`src/design/timer_ctrl_defines.vh`:
```
// constants of the timer control and master trigger block
// Overview of operation
// - no edge-to-center alignment change while running
// - alignment 00 edge, 01 down, 10 up, 11 both
// - direction writable only in edge, non-quadrature mode
// - single pulse stops counter at update event
// - source 0: request, overflow, restart raise update
// - source 1: only overflow or underflow raises update request
// - inhibit 0: update event loads buffered registers
// - inhibit 1: no update, request still reinitializes
// - complementary output idles at its bit level
// - main output idles after dead-time if it has a complement; protect 00
// - idle bits at 8..14, channel 3 no complement
// - bit 7 picks chan0 pin or xor of three
// - trigger 000: pulse on request or slave reset
// - trigger 001: follows counter enable
// - trigger 010: update event
// - trigger 011: channel 0 capture/compare pulse
// - trigger 100..111: compare references 0..3
`ifndef TIMER_CTRL_DEFINES_VH
`define TIMER_CTRL_DEFINES_VH
`define OFS_COUNTER_CONTROL   12'h000
`define OFS_IDLE_TRIG_CONTROL 12'h004
`define OFS_CONTROL2          12'h008
`define OFS_IRQ_STATUS        12'h00c
`define OFS_IRQ_CLEAR         12'h010
`define OFS_IRQ_ENABLE        12'h014
`define RST_COUNTER_CONTROL   32'h00000000
`define RST_IDLE_TRIG_CONTROL 32'h00000000
`define RST_CONTROL2          32'h00000000
`define MASK_COUNTER_CONTROL  32'h0000007f
`define MASK_IDLE_TRIG        32'h00007ff0
`define MASK_CONTROL2         32'h000000f3
`define BIT_RUN               0
`define BIT_INHIBIT           1
`define BIT_SOURCE            2
`define BIT_SINGLE            3
`define BIT_DIR               4
`define ALIGN_LO              5
`define ALIGN_HI              6
`define TRIG_LO               4
`define TRIG_HI               6
`define BIT_TRIG_IN_SEL       7
`define IDLE_LO               8
`define IDLE_HI               14
`define BIT_POE               0
`define BIT_SYNC              1
`define PROTECT_LEVEL_LO               4
`define PROTECT_LEVEL_HI               5
`define BIT_QUAD              6
`define BIT_PAUSE             7
`define ALIGN_EDGE            2'h0
`define PROTECT_LEVEL_OPEN             2'h0
`define TRIG_RESET            3'h0
`define TRIG_ENABLE           3'h1
`define TRIG_UPDATE           3'h2
`define TRIG_CAPCMP           3'h3
`define TRIG_OC0              3'h4
`define TRIG_OC1              3'h5
`define TRIG_OC2              3'h6
`define TRIG_OC3              3'h7
`define DEAD_TIME_NS          80
`define CLK_PERIOD_NS         40
`define DEAD_CYCLES ((`DEAD_TIME_NS + `CLK_PERIOD_NS - 1) / `CLK_PERIOD_NS)
`define IRQ_UPDATE            0
`define IRQ_TRIGGER           1
`define IRQ_STOP              2
`endif

```
`src/design/idle_delay.v`:
```
// per-channel dead-time delay toward the idle level of a main output
`timescale 1ns/1ps
`default_nettype none
`include "timer_ctrl_defines.vh"
module idle_delay (
  input  wire       ref_clk,
  input  wire       rst_n,
  input  wire       go_idle,
  input  wire       has_compl,
  output reg        idle_now
);
  reg [3:0] cnt_reg;
  reg [3:0] cnt_next;

  // dead-time count kept as a full word; only its low bits meet the counter
  localparam [31:0] dead_word = `DEAD_CYCLES;

  always @* begin
    cnt_next = cnt_reg;
    if (!go_idle) begin
      cnt_next = 4'h0;
    end else if (cnt_reg != 4'hf) begin
      cnt_next = cnt_reg + 4'h1;
    end
  end

  always @(posedge ref_clk or negedge rst_n) begin
    if (!rst_n) begin
      cnt_reg  <= 4'h0;
      idle_now <= 1'b1;
    end else begin
      cnt_reg <= cnt_next;
      // main output waits out the dead-time only if a complement exists
      if (!go_idle) begin
        idle_now <= 1'b0;
      end else if (!has_compl) begin
        idle_now <= 1'b1;
      end else if (cnt_next >= dead_word[3:0]) begin
        idle_now <= 1'b1;
      end
    end
  end
endmodule // idle_delay
`default_nettype wire

```
`src/design/timer_ctrl.v`:
```
// control registers, output idle levels and master trigger selection
`timescale 1ns/1ps
`default_nettype none
`include "timer_ctrl_defines.vh"
module timer_ctrl (
  input  wire        ref_clk,
  input  wire        rst_n,
  input  wire        psel,
  input  wire        penable,
  input  wire        pwrite,
  input  wire [11:0] paddr,
  input  wire [31:0] pwdata,
  output reg  [31:0] prdata,
  output reg         pready,
  output reg         pslverr,
  input  wire        overflow_event,
  input  wire        slave_restart,
  input  wire        pause_trigger_in,
  input  wire        hw_dir_down,
  input  wire        chan0_capcmp_event,
  input  wire [3:0]  compare_ref,
  input  wire [3:0]  chan_active_out,
  input  wire [2:0]  compl_active_out,
  input  wire [2:0]  chan_pins,
  output reg         counter_run,
  output reg         count_down,
  output reg  [1:0]  align_mode,
  output reg         update_event,
  output reg         update_request,
  output reg         counter_reinit,
  output reg         trigger_output,
  output reg         chan0_trigger_in,
  output reg  [3:0]  chan_primary_output,
  output reg  [2:0]  chan_complementary_output,
  output reg         irq
);
  reg [31:0] ctl0_reg;
  reg [31:0] ctl1_reg;
  reg [31:0] ctl2_reg;
  reg [2:0]  stat_reg;
  reg [2:0]  ien_reg;
  reg        sw_req_reg;
  reg        restart_d_reg;
  reg        pause_d_reg;

  // writes land only at the completing edge, so strobes act exactly once
  wire       wr_en = psel & penable & pwrite & pready;
  wire       rd_en = psel & penable & ~pwrite;
  wire       hit_ctl0 = (paddr == `OFS_COUNTER_CONTROL);
  wire       hit_ctl1 = (paddr == `OFS_IDLE_TRIG_CONTROL);
  wire       hit_ctl2 = (paddr == `OFS_CONTROL2);
  wire       hit_stat = (paddr == `OFS_IRQ_STATUS);
  wire       hit_clr  = (paddr == `OFS_IRQ_CLEAR);
  wire       hit_ien  = (paddr == `OFS_IRQ_ENABLE);
  wire       mapped = hit_ctl0 | hit_ctl1 | hit_ctl2 | hit_stat |
                      hit_clr | hit_ien;

  wire [1:0] align_cur  = ctl0_reg[`ALIGN_HI:`ALIGN_LO];
  wire [2:0] trig_sel   = ctl1_reg[`TRIG_HI:`TRIG_LO];
  wire [1:0] protect_level_lvl   = ctl2_reg[`PROTECT_LEVEL_HI:`PROTECT_LEVEL_LO];
  wire       poe        = ctl2_reg[`BIT_POE];
  wire       quad_mode  = ctl2_reg[`BIT_QUAD];
  wire       pause_mode = ctl2_reg[`BIT_PAUSE];
  wire       run        = ctl0_reg[`BIT_RUN];
  wire       inhibit    = ctl0_reg[`BIT_INHIBIT];
  wire       src_only   = ctl0_reg[`BIT_SOURCE];
  wire       single     = ctl0_reg[`BIT_SINGLE];

  // software update request is a write-one pulse needing bits 0 and 3 of control2
  wire       sw_req = wr_en & hit_ctl2 & pwdata[0] & pwdata[3];
  wire       upd_any = sw_req | overflow_event | slave_restart;
  wire       upd_ev  = ~inhibit & upd_any;
  wire       hw_dir  = (align_cur != `ALIGN_EDGE) | quad_mode;

  reg [31:0] ctl0_next;
  reg [31:0] ctl1_next;
  reg [31:0] ctl2_next;
  reg [2:0]  stat_next;
  reg [31:0] rdata_next;
  reg        trig_next;
  reg [2:0]  events;

  always @* begin
    ctl0_next = ctl0_reg;
    if (wr_en && hit_ctl0) begin
      ctl0_next = pwdata & `MASK_COUNTER_CONTROL;
      // locked alignment: stay edge-aligned once counting
      if (run && align_cur == `ALIGN_EDGE) begin
        ctl0_next[`ALIGN_HI:`ALIGN_LO] = `ALIGN_EDGE;
      end
      if (hw_dir) begin
        ctl0_next[`BIT_DIR] = ctl0_reg[`BIT_DIR];
      end
    end
    if (hw_dir) begin
      ctl0_next[`BIT_DIR] = hw_dir_down;
    end
    // the run bit falls at the update event in single pulse mode
    if (single && run && upd_ev) begin
      ctl0_next[`BIT_RUN] = 1'b0;
    end
  end

  always @* begin
    ctl1_next = ctl1_reg;
    if (wr_en && hit_ctl1) begin
      ctl1_next = (ctl1_reg & ~`MASK_IDLE_TRIG) |
                  (pwdata & `MASK_IDLE_TRIG);
      // idle levels are frozen unless protection is open
      if (protect_level_lvl != `PROTECT_LEVEL_OPEN) begin
        ctl1_next[`IDLE_HI:`IDLE_LO] = ctl1_reg[`IDLE_HI:`IDLE_LO];
      end
    end
    ctl2_next = ctl2_reg;
    if (wr_en && hit_ctl2) begin
      ctl2_next = pwdata & `MASK_CONTROL2;
    end
  end

  always @* begin
    // update interrupt: source select narrows the causes
    events = 3'h0;
    events[`IRQ_UPDATE] = ~inhibit &
      (src_only ? overflow_event : upd_any);
    events[`IRQ_TRIGGER] = slave_restart;
    events[`IRQ_STOP] = single & run & upd_ev;
    stat_next = stat_reg;
    if (wr_en && hit_clr) begin
      stat_next = stat_reg & ~pwdata[2:0];
    end
    // set wins over a clear in the same cycle
    stat_next = stat_next | events;
  end

  always @* begin
    case (trig_sel)
      `TRIG_RESET:  trig_next = sw_req | restart_d_reg;
      `TRIG_ENABLE: begin
        // pause input is retimed unless master-slave sync is set
        trig_next = run | (pause_mode & pause_trigger_in);
        if (!ctl2_reg[`BIT_SYNC]) begin
          trig_next = run | pause_d_reg;
        end
      end
      `TRIG_UPDATE: trig_next = upd_ev;
      `TRIG_CAPCMP: trig_next = chan0_capcmp_event;
      `TRIG_OC0:    trig_next = compare_ref[0];
      `TRIG_OC1:    trig_next = compare_ref[1];
      `TRIG_OC2:    trig_next = compare_ref[2];
      `TRIG_OC3:    trig_next = compare_ref[3];
      default:      trig_next = 1'b0;
    endcase
  end

  always @* begin
    rdata_next = 32'h00000000;
    if (hit_ctl0) begin
      rdata_next = ctl0_reg;
    end else if (hit_ctl1) begin
      rdata_next = ctl1_reg;
    end else if (hit_ctl2) begin
      rdata_next = ctl2_reg;
    end else if (hit_stat) begin
      rdata_next = {29'h0, stat_reg};
    end else if (hit_ien) begin
      rdata_next = {29'h0, ien_reg};
    end
  end

  wire [3:0] main_idle;
  // idle bits interleave: main at 8,10,12,14 and complement at 9,11,13
  genvar g;
  generate
    for (g = 0; g < 4; g = g + 1) begin : g_chan
      idle_delay u_dly (
        .ref_clk   (ref_clk),
        .rst_n     (rst_n),
        .go_idle   (~poe),
        .has_compl (g < 3),
        .idle_now  (main_idle[g])
      );
      always @(posedge ref_clk or negedge rst_n) begin
        if (!rst_n) begin
          chan_primary_output[g] <= 1'b0;
        end else if (main_idle[g]) begin
          chan_primary_output[g] <=
            ctl1_reg[`IDLE_LO + 2*g];
        end else begin
          chan_primary_output[g] <= chan_active_out[g];
        end
      end
      if (g < 3) begin : g_compl
        always @(posedge ref_clk or negedge rst_n) begin
          if (!rst_n) begin
            chan_complementary_output[g] <= 1'b0;
          end else if (!poe) begin
            chan_complementary_output[g] <=
              ctl1_reg[`IDLE_LO + 2*g + 1];
          end else begin
            chan_complementary_output[g] <= compl_active_out[g];
          end
        end
      end
    end
  endgenerate

  always @(posedge ref_clk or negedge rst_n) begin
    if (!rst_n) begin
      ctl0_reg         <= `RST_COUNTER_CONTROL;
      ctl1_reg         <= `RST_IDLE_TRIG_CONTROL;
      ctl2_reg         <= `RST_CONTROL2;
      stat_reg         <= 3'h0;
      ien_reg          <= 3'h0;
      sw_req_reg       <= 1'b0;
      restart_d_reg    <= 1'b0;
      pause_d_reg      <= 1'b0;
      prdata           <= 32'h00000000;
      pready           <= 1'b0;
      pslverr          <= 1'b0;
      counter_run      <= 1'b0;
      count_down       <= 1'b0;
      align_mode       <= 2'h0;
      update_event     <= 1'b0;
      update_request   <= 1'b0;
      counter_reinit   <= 1'b0;
      trigger_output   <= 1'b0;
      chan0_trigger_in <= 1'b0;
      irq              <= 1'b0;
    end else begin
      ctl0_reg      <= ctl0_next;
      ctl1_reg      <= ctl1_next;
      ctl2_reg      <= ctl2_next;
      stat_reg      <= stat_next;
      if (wr_en && hit_ien) begin
        ien_reg <= pwdata[2:0];
      end
      sw_req_reg    <= sw_req;
      restart_d_reg <= slave_restart;
      pause_d_reg   <= pause_mode & pause_trigger_in;
      // one wait state: pready rises in the second access cycle
      pready        <= psel & penable & ~pready;
      pslverr       <= psel & penable & ~pready & ~mapped;
      if (rd_en && !pready) begin
        prdata <= rdata_next;
      end
      counter_run    <= ctl0_next[`BIT_RUN];
      count_down     <= ctl0_next[`BIT_DIR];
      align_mode     <= ctl0_next[`ALIGN_HI:`ALIGN_LO];
      update_event   <= upd_ev;
      update_request <= events[`IRQ_UPDATE];
      counter_reinit <= sw_req | slave_restart;
      trigger_output <= trig_next;
      chan0_trigger_in <= ctl1_reg[`BIT_TRIG_IN_SEL] ?
        (chan_pins[0] ^ chan_pins[1] ^ chan_pins[2]) :
        chan_pins[0];
      // new enable mask counts at once, so irq never lags the enable write
      irq <= |(stat_next & ((wr_en && hit_ien) ? pwdata[2:0] : ien_reg));
    end
  end
endmodule // timer_ctrl
`default_nettype wire

```
`config.mk`:
```
export PLATFORM = sky130hd
export DESIGN_NAME = timer_ctrl
export DESIGN_NICKNAME = d
export VERILOG_FILES = /design/src/design/idle_delay.v /design/src/design/timer_ctrl.v
export VERILOG_INCLUDE_DIRS = /design/src /design/src/design
export SDC_FILE = /design/constraint.sdc
export NUM_CORES = 1
export LEC_CHECK = 0
export BUFFER_PORTS_ARGS = -buffer_cell sky130_fd_sc_hd__buf_4
export CORE_ASPECT_RATIO = 1.5
export CORE_MARGIN = 3
export CORE_UTILIZATION = 45
export CTS_BUF_LIST = sky130_fd_sc_hd__clkbuf_4 sky130_fd_sc_hd__clkbuf_8
export DETAILED_ROUTE_END_ITERATION = 12
export GPL_TIMING_DRIVEN = 0
export PLACE_DENSITY_LB_ADDON = 0.05
export SETUP_SLACK_MARGIN = 0.3
export SYNTH_ARGS = -nofsm -noshare
export SYNTH_HDL_FRONTEND = slang
export SYNTH_HIERARCHICAL = 1
export SYNTH_SLANG_ARGS = --single-unit
```
`constraint.sdc`:
```
create_clock -name ref_clk -period 2.5 [get_ports ref_clk]
set_input_delay 0.5 -clock ref_clk [delete_from_list [all_inputs] [get_ports ref_clk]]
set_output_delay 0.5 -clock ref_clk [all_outputs]
set_load 0.005 [all_outputs]
```
==> impl_metrics.yaml, run 1 <==
outcome:
  outcome: "complete, no violations"
layout:
  drive_gt1_frac: 0.375
  fin_nets: 536
  area_growth_pct: 29.6
  diodes: 0
  final_cell_mix: "buf_4 (110), dfrtp_1 (78), mux2_2 (26)"
  final_area_sq_um: 5060
  largest_register_ffs: 16
  layout_commonest_cell: "buf_4"
clock_network:
  numCtsBuffers: 9
  clockBufferDepth: 2
  clk_latency_ps: 360
  path_clk_slew_ps: 80
  clock-sinks: 82
  cts.htree.levels: 3
  ctsRootBufferMaster: "clkbuf_8"
  cts_tree: "built"
route:
  wl_per_cell_um: 16.5
  routed_wl_um: 9520
  drc_errors: 0
  drt_pass1_iterations: 6
  ant_nets: 0
  viasPerCell: 5.26
  route.vias.total: 3030
  drt_iter0_drc: 150
floorplanning:
  io_pins: 119
  die_w_um: 82.1
  num_rows: 41
  die_y_um: 120
  initial_core_util: 0.464
  die_area_sq_um: 9860
  core_area_sq_um: 8410
pwr:
  p_leak_nw: 2.48
  finalPower_mw: 2.64
  p_per_area_nw_per_um2: 521
  ir_drop_mv: 0.450
sta:
  rsz0062_at_grt: "false"
  tightestPinTransition_ps: 1010
  layout_setup_ws_ps: 345
  max-slew-margin-rel: 0.326
  period_share: 0.862
  finalMaxSlewViolations: 0
  finalCriticalPeriod_ps: 2150
  fmax_ghz: 0.464
  fin_tns_setup_ps: 0
  hold_viol_final: 0
  whs_ps: 295
  setup_violations: 0
  skew_ps: 10.9
global_routing:
  busiest_layer: "met2"
  use_met1: 0.214
  antenna_found_initial: 0
  grtUsageTotal: 0.200
  grt_overflow: 0
  grt_pass1_wl_um: 14700
  met2_usage: 0.348
  grt_max_degree: 83
  grt_pass1_vias: 3081
  grtUsageMet3: 0.0375
synth:
  synth_top_family_by_area: "simple AND/OR/NAND/NOR gates"
  syn_avg_cell_area_sq_um: 11.4
  synth_top_cell_by_area: "dfrtp_1"
  synth_edf_count: 0
  yosysWarnings: 6
  synthFlopType: "dfrtp_1"
  yosys.area_share.simple: 0.145
  synthXorXnorAreaFrac: 0.0134
  synth_top_area_share: 0.500
  synth_compound_area_frac: 0.120
  syn_area_sq_um: 3910
  synth.distinct_cells: 57
  synthMuxAreaShare: 0.112
  synth_seq_area_share: 0.526
  yosys_register_bits: 82
  synth_area_leaders: "dfrtp_1 (50%), mux2_2 (7.5%), buf_4 (3.7%)"
  synth_fa_ha_area_frac: 0.0128
  async_flop_share: 1.00
  syn_inst: 342
setup_path:
  worstPathArrival_ps: 2420
  crit_path_start_kind: "primary input"
  r2r-end: "irq"
  rr_worst_depth: 5
  endpoint_kind: "flop"
  r2r_start: "pready"
  cp_data_required_time_ps: 2770
  path_max_fanout: 5
  reg2reg_slack_ps: 370
  critical_path_class: "in2reg"
placement:
  numPortBuffers: 83
  pre_cts_ws_ps: -176
  gp_congestion: 0.865
  placed_area_sq_um: 4740
  dp_hpwl_um: 6830
min_path:
  hold_path_class: "in2async"
run:
  cap_violations: 0
## critical path, stage by stage
cell and delay [ps]:
buf_4 110, or4_4 590, or3_1 390, o31ai_1 470
a21oi_1 120, o221ai_1 240
## through the flow
stage	cells	utilization
after CTS	574	0.598
final	576	0.602
after global routing	576	0.602
after floorplan	361	-
after global placement	551	0.563
after detailed placement	551	0.563
## kinds of logic (layout without fill, tap and decap cells)
family,Yosys count,count (layout)
AOI/OAI and AO/OA,64,64
muxes,39,39
buffers and inverters,49,157
adders and majority gates,4,4
DFF,82,82
xor gates and xnor gates,6,6
and+or+nand+nor,96,96
other,2,21
## Yosys cell counts (all sizes together), types with 2 or more instances
cell,count
nand3,13
o21bai,2
or2b,3
or3,2
mux2i,12
nand3b,3
a221o,2
dfrtp,78
a32oi,7
or4,2
a31oi,6
nand2,16
ha,4
a21oi,8
nor4,8
o211ai,4
and3,2
a211oi,2
and2,2
o22a,2
and4,2
xnor2,5
inv,20
nor2,25
a41oi,4
a22o,9
nor3,4
mux2,26
clkbuf,8
o21ai,10
a211o,2
dfstp,4
or2,2
conb,2
nand4,5
nor2b,5
buf,21
o31ai,2
## area by class of cell
class,instances,area [sq um]
tap,107,134
clock buffer,11,145
fill,759,3350
clock inverter,5,77.6
sequential,82,2060
inverter,20,75.1
buffer,29,190
timing repair buffer,92,694
multi-input combinational,230,1690
## where the power goes
group	internal [mW]	total (mW)	leakage [nW]	switching (mW)
Combinational	0.112	0.218	1.30	0.106
Clock	0.597	1.06	0.113	0.467
Sequential	1.34	1.35	1.06	0.00907
Total	2.05	2.64	2.48	0.583
## routing by layer
metal | share of wire | wire length (um)
met1 | 0.37 | 3550
met2 | 0.53 | 5080
met3 | 0.050 | 475
met4 | 0.043 | 409
met5 | 0 | 0
## timing repair
action / CTS / global route
buffers inserted: 7 / 2
gates resized for setup: 3 / 5
pin swaps: 4 / 3
endpoints found under the setup margin: 21 / 14
hold buffers: 0 / 0
endpoints found under the hold margin: 0 / 0
## how the worst max path moves through the flow
stage	start	endpoint	depth (start not counted)	slack, ps
after CTS	pready	irq	5	320
after floorplan	paddr[0]	ctl2_reg[1]	5	240
after global placement	paddr[0]	prdata[1]	6	-140
final	paddr[6]	irq	6	350
after detailed placement	paddr[0]	prdata[1]	6	-180
after global routing	paddr[9]	ctl0_reg[4]	8	300
No activity file was read; power rests on OpenSTA's default activity.
==> run 2: changes to the inputs <==
==> constraint.sdc (replaced) <==
create_clock -name ref_clk -period 2.5 [get_ports ref_clk]
set_input_delay 0 -clock ref_clk [delete_from_list [all_inputs] [get_ports ref_clk]]
set_output_delay 0 -clock ref_clk [all_outputs]
set_load 0.005 [all_outputs]
==> run 2 against run 1 <==
Against the previous run: non-clock buffer count grew 28; register-to-register slack gained 50 ps; clock power fell by 7%; critical path type is now reg2reg; largest cell class unchanged.
==> impl_metrics.yaml, run 2 (same netlist as run 1, synthesis figures left out) <==
sta:
  max-slew-margin-rel: 0.318
  rsz0062_at_grt: "true"
  layout_setup_ws_ps: 416
  skew_ps: 10.5
  finalCriticalPeriod_ps: 2080
  period_share: 0.834
  finalMaxSlewViolations: 0
  fmax_ghz: 0.480
  tightestPinTransition_ps: 1020
  setup_violations: 0
  hold_viol_final: 0
  fin_tns_setup_ps: 0
min_path:
  hold_path_class: "in2reg"
  holdCritStartpoint: "paddr[4]"
setup_path:
  cp_slowest_cell: "o31ai_2"
  cpPeakStageDelay_ps: 480
  cp_num_buf_inv: 0
  r2r_start: "pready"
  r2r-end: "irq"
  crit_family: "compound AO/OA/AOI/OAI gates"
  crit_end: "irq"
  critical_path_class: "reg2reg"
  crit_path_start_kind: "flop"
  worstPathArrival_ps: 2340
  reg2reg_slack_ps: 420
  rr_worst_depth: 5
  path_max_fanout: 6
  cp_data_required_time_ps: 2760
  cp_num_cells: 5
  endpoint_kind: "flop"
  path_cells: "nand4_1 > or3_1 > o31ai_2 > a32oi_1 > o221ai_1"
  crit_start: "pready"
route:
  ant_nets: 0
  wl_per_cell_um: 15.6
  drc_errors: 0
  route.vias.total: 3111
  drt_pass1_iterations: 4
  drt_iter0_drc: 164
  viasPerCell: 5.15
  routed_wl_um: 9410
clock_network:
  clock-sinks: 82
  clk_latency_ps: 350
  path_clk_slew_ps: 90
  cts.htree.levels: 3
  ctsRootBufferMaster: "clkbuf_8"
  numCtsBuffers: 9
  cts_tree: "built"
  clockBufferDepth: 2
pwr:
  p_per_area_nw_per_um2: 488
  ir_drop_mv: 0.412
  p_leak_nw: 2.57
layout:
  layout_commonest_cell: "buf_4"
  drive_gt1_frac: 0.338
  area_growth_pct: 36.0
  largest_register_ffs: 16
  final_area_sq_um: 5310
  final_cell_mix: "buf_4 (106), dfrtp_1 (78), dlygate4sd3_1 (32)"
  final_cells: 604
  diodes: 0
  fin_nets: 564
  fin_util: 0.632
placement:
  gp_congestion: 0.791
  dp_cells: 551
  numPortBuffers: 83
  dp_hpwl_um: 6710
  placed_area_sq_um: 4740
  pre_cts_ws_ps: 128
floorplanning:
  initial_core_util: 0.464
  io_pins: 119
  num_rows: 41
  die_area_sq_um: 9860
  die_y_um: 120
  die_w_um: 82.1
  core_area_sq_um: 8410
global_routing:
  grt_overflow: 0
  grt_pass1_wl_um: 14900
  grt_max_degree: 83
  grtUsageTotal: 0.204
  grt_pass1_vias: 3130
  antenna_found_initial: 0
run:
  cap_violations: 0
outcome:
  outcome: "complete, no violations"
==> run 2: cell count changes in the layout (fill, tap and decap cells not counted), moves of 2 or more <==
cell           before  now
dlygate4sd3_1       0   32
buf_4             110  106
nor4_2              3    0
clkinv_2            2    0
nor4_1              1    4
==> run 2: worst min path at each step <==
stage,end,slack (ps),depth (start not counted)
final,pslverr,60,3
after global routing,pslverr,80,3
after CTS,pslverr,40,3
after detailed placement,restart_d_reg,180,1
after global placement,restart_d_reg,180,1
after floorplan,align_mode[0],-300,0
==> run 2: cell type report <==
| class | instances | area [sq um] |
|---|---|---|
| Inverter | 20 | 75.1 |
| Clock buffer | 11 | 145 |
| Tap cell | 107 | 134 |
| Timing Repair Buffer | 120 | 993 |
| Buffer | 29 | 190 |
| Clock inverter | 5 | 62.6 |
| Fill cell | 744 | 3100 |
| Sequential cell | 82 | 2060 |
| Multi-Input combinational cell | 230 | 1660 |
==> run 2: what timing repair did <==
| item | 4_1_cts | 5_1_grt |
|---|---|---|
| pin swaps | 2 | 1 |
| endpoints found under the setup margin | 11 | 10 |
| hold buffers | 32 | 0 |
| endpoints found under the hold margin | 118 | 0 |
| setup buffers | 4 | 1 |
| resized for setup | 0 | 0 |
==> run 2: metrics by stage <==
| step | power [mW] | hold WS (ps) |
|---|---|---|
| 6_report | 2.59 | 56.9 |
| 5_1_grt | 2.71 | 77.0 |
| 4_1_cts | 2.62 | 40.3 |
| 3_5_place_dp | 1.59 | 178 |
| 3_3_place_gp | 1.59 | 184 |
| 2_1_floorplan | 1.45 | -296 |
==> run 2: worst reg2reg max path, stage by stage, from the launching register on <==
cell	delay [ps]
dfrtp_1	430
nand4_1	220
or3_1	450
o31ai_2	480
a32oi_1	210
o221ai_1	190
==> run 2: metal layers <==
layer  vias to the layer above  track usage  part of all wire
met4                         0        0.103             0.031
met5                         -            0                 0
met3                        22       0.0383             0.050
li1                       1496            -                 -
met1                      1504        0.232              0.39
met2                        89        0.352              0.53
==> run 2: report_power, final <==
part | switching, mW | internal, mW | total (mW) | leakage [nW]
clock network | 0.482 | 0.505 | 0.987 | 0.0996
logic | 0.110 | 0.144 | 0.254 | 1.41
registers | 0.00870 | 1.34 | 1.35 | 1.06
total | 0.601 | 1.99 | 2.59 | 2.57
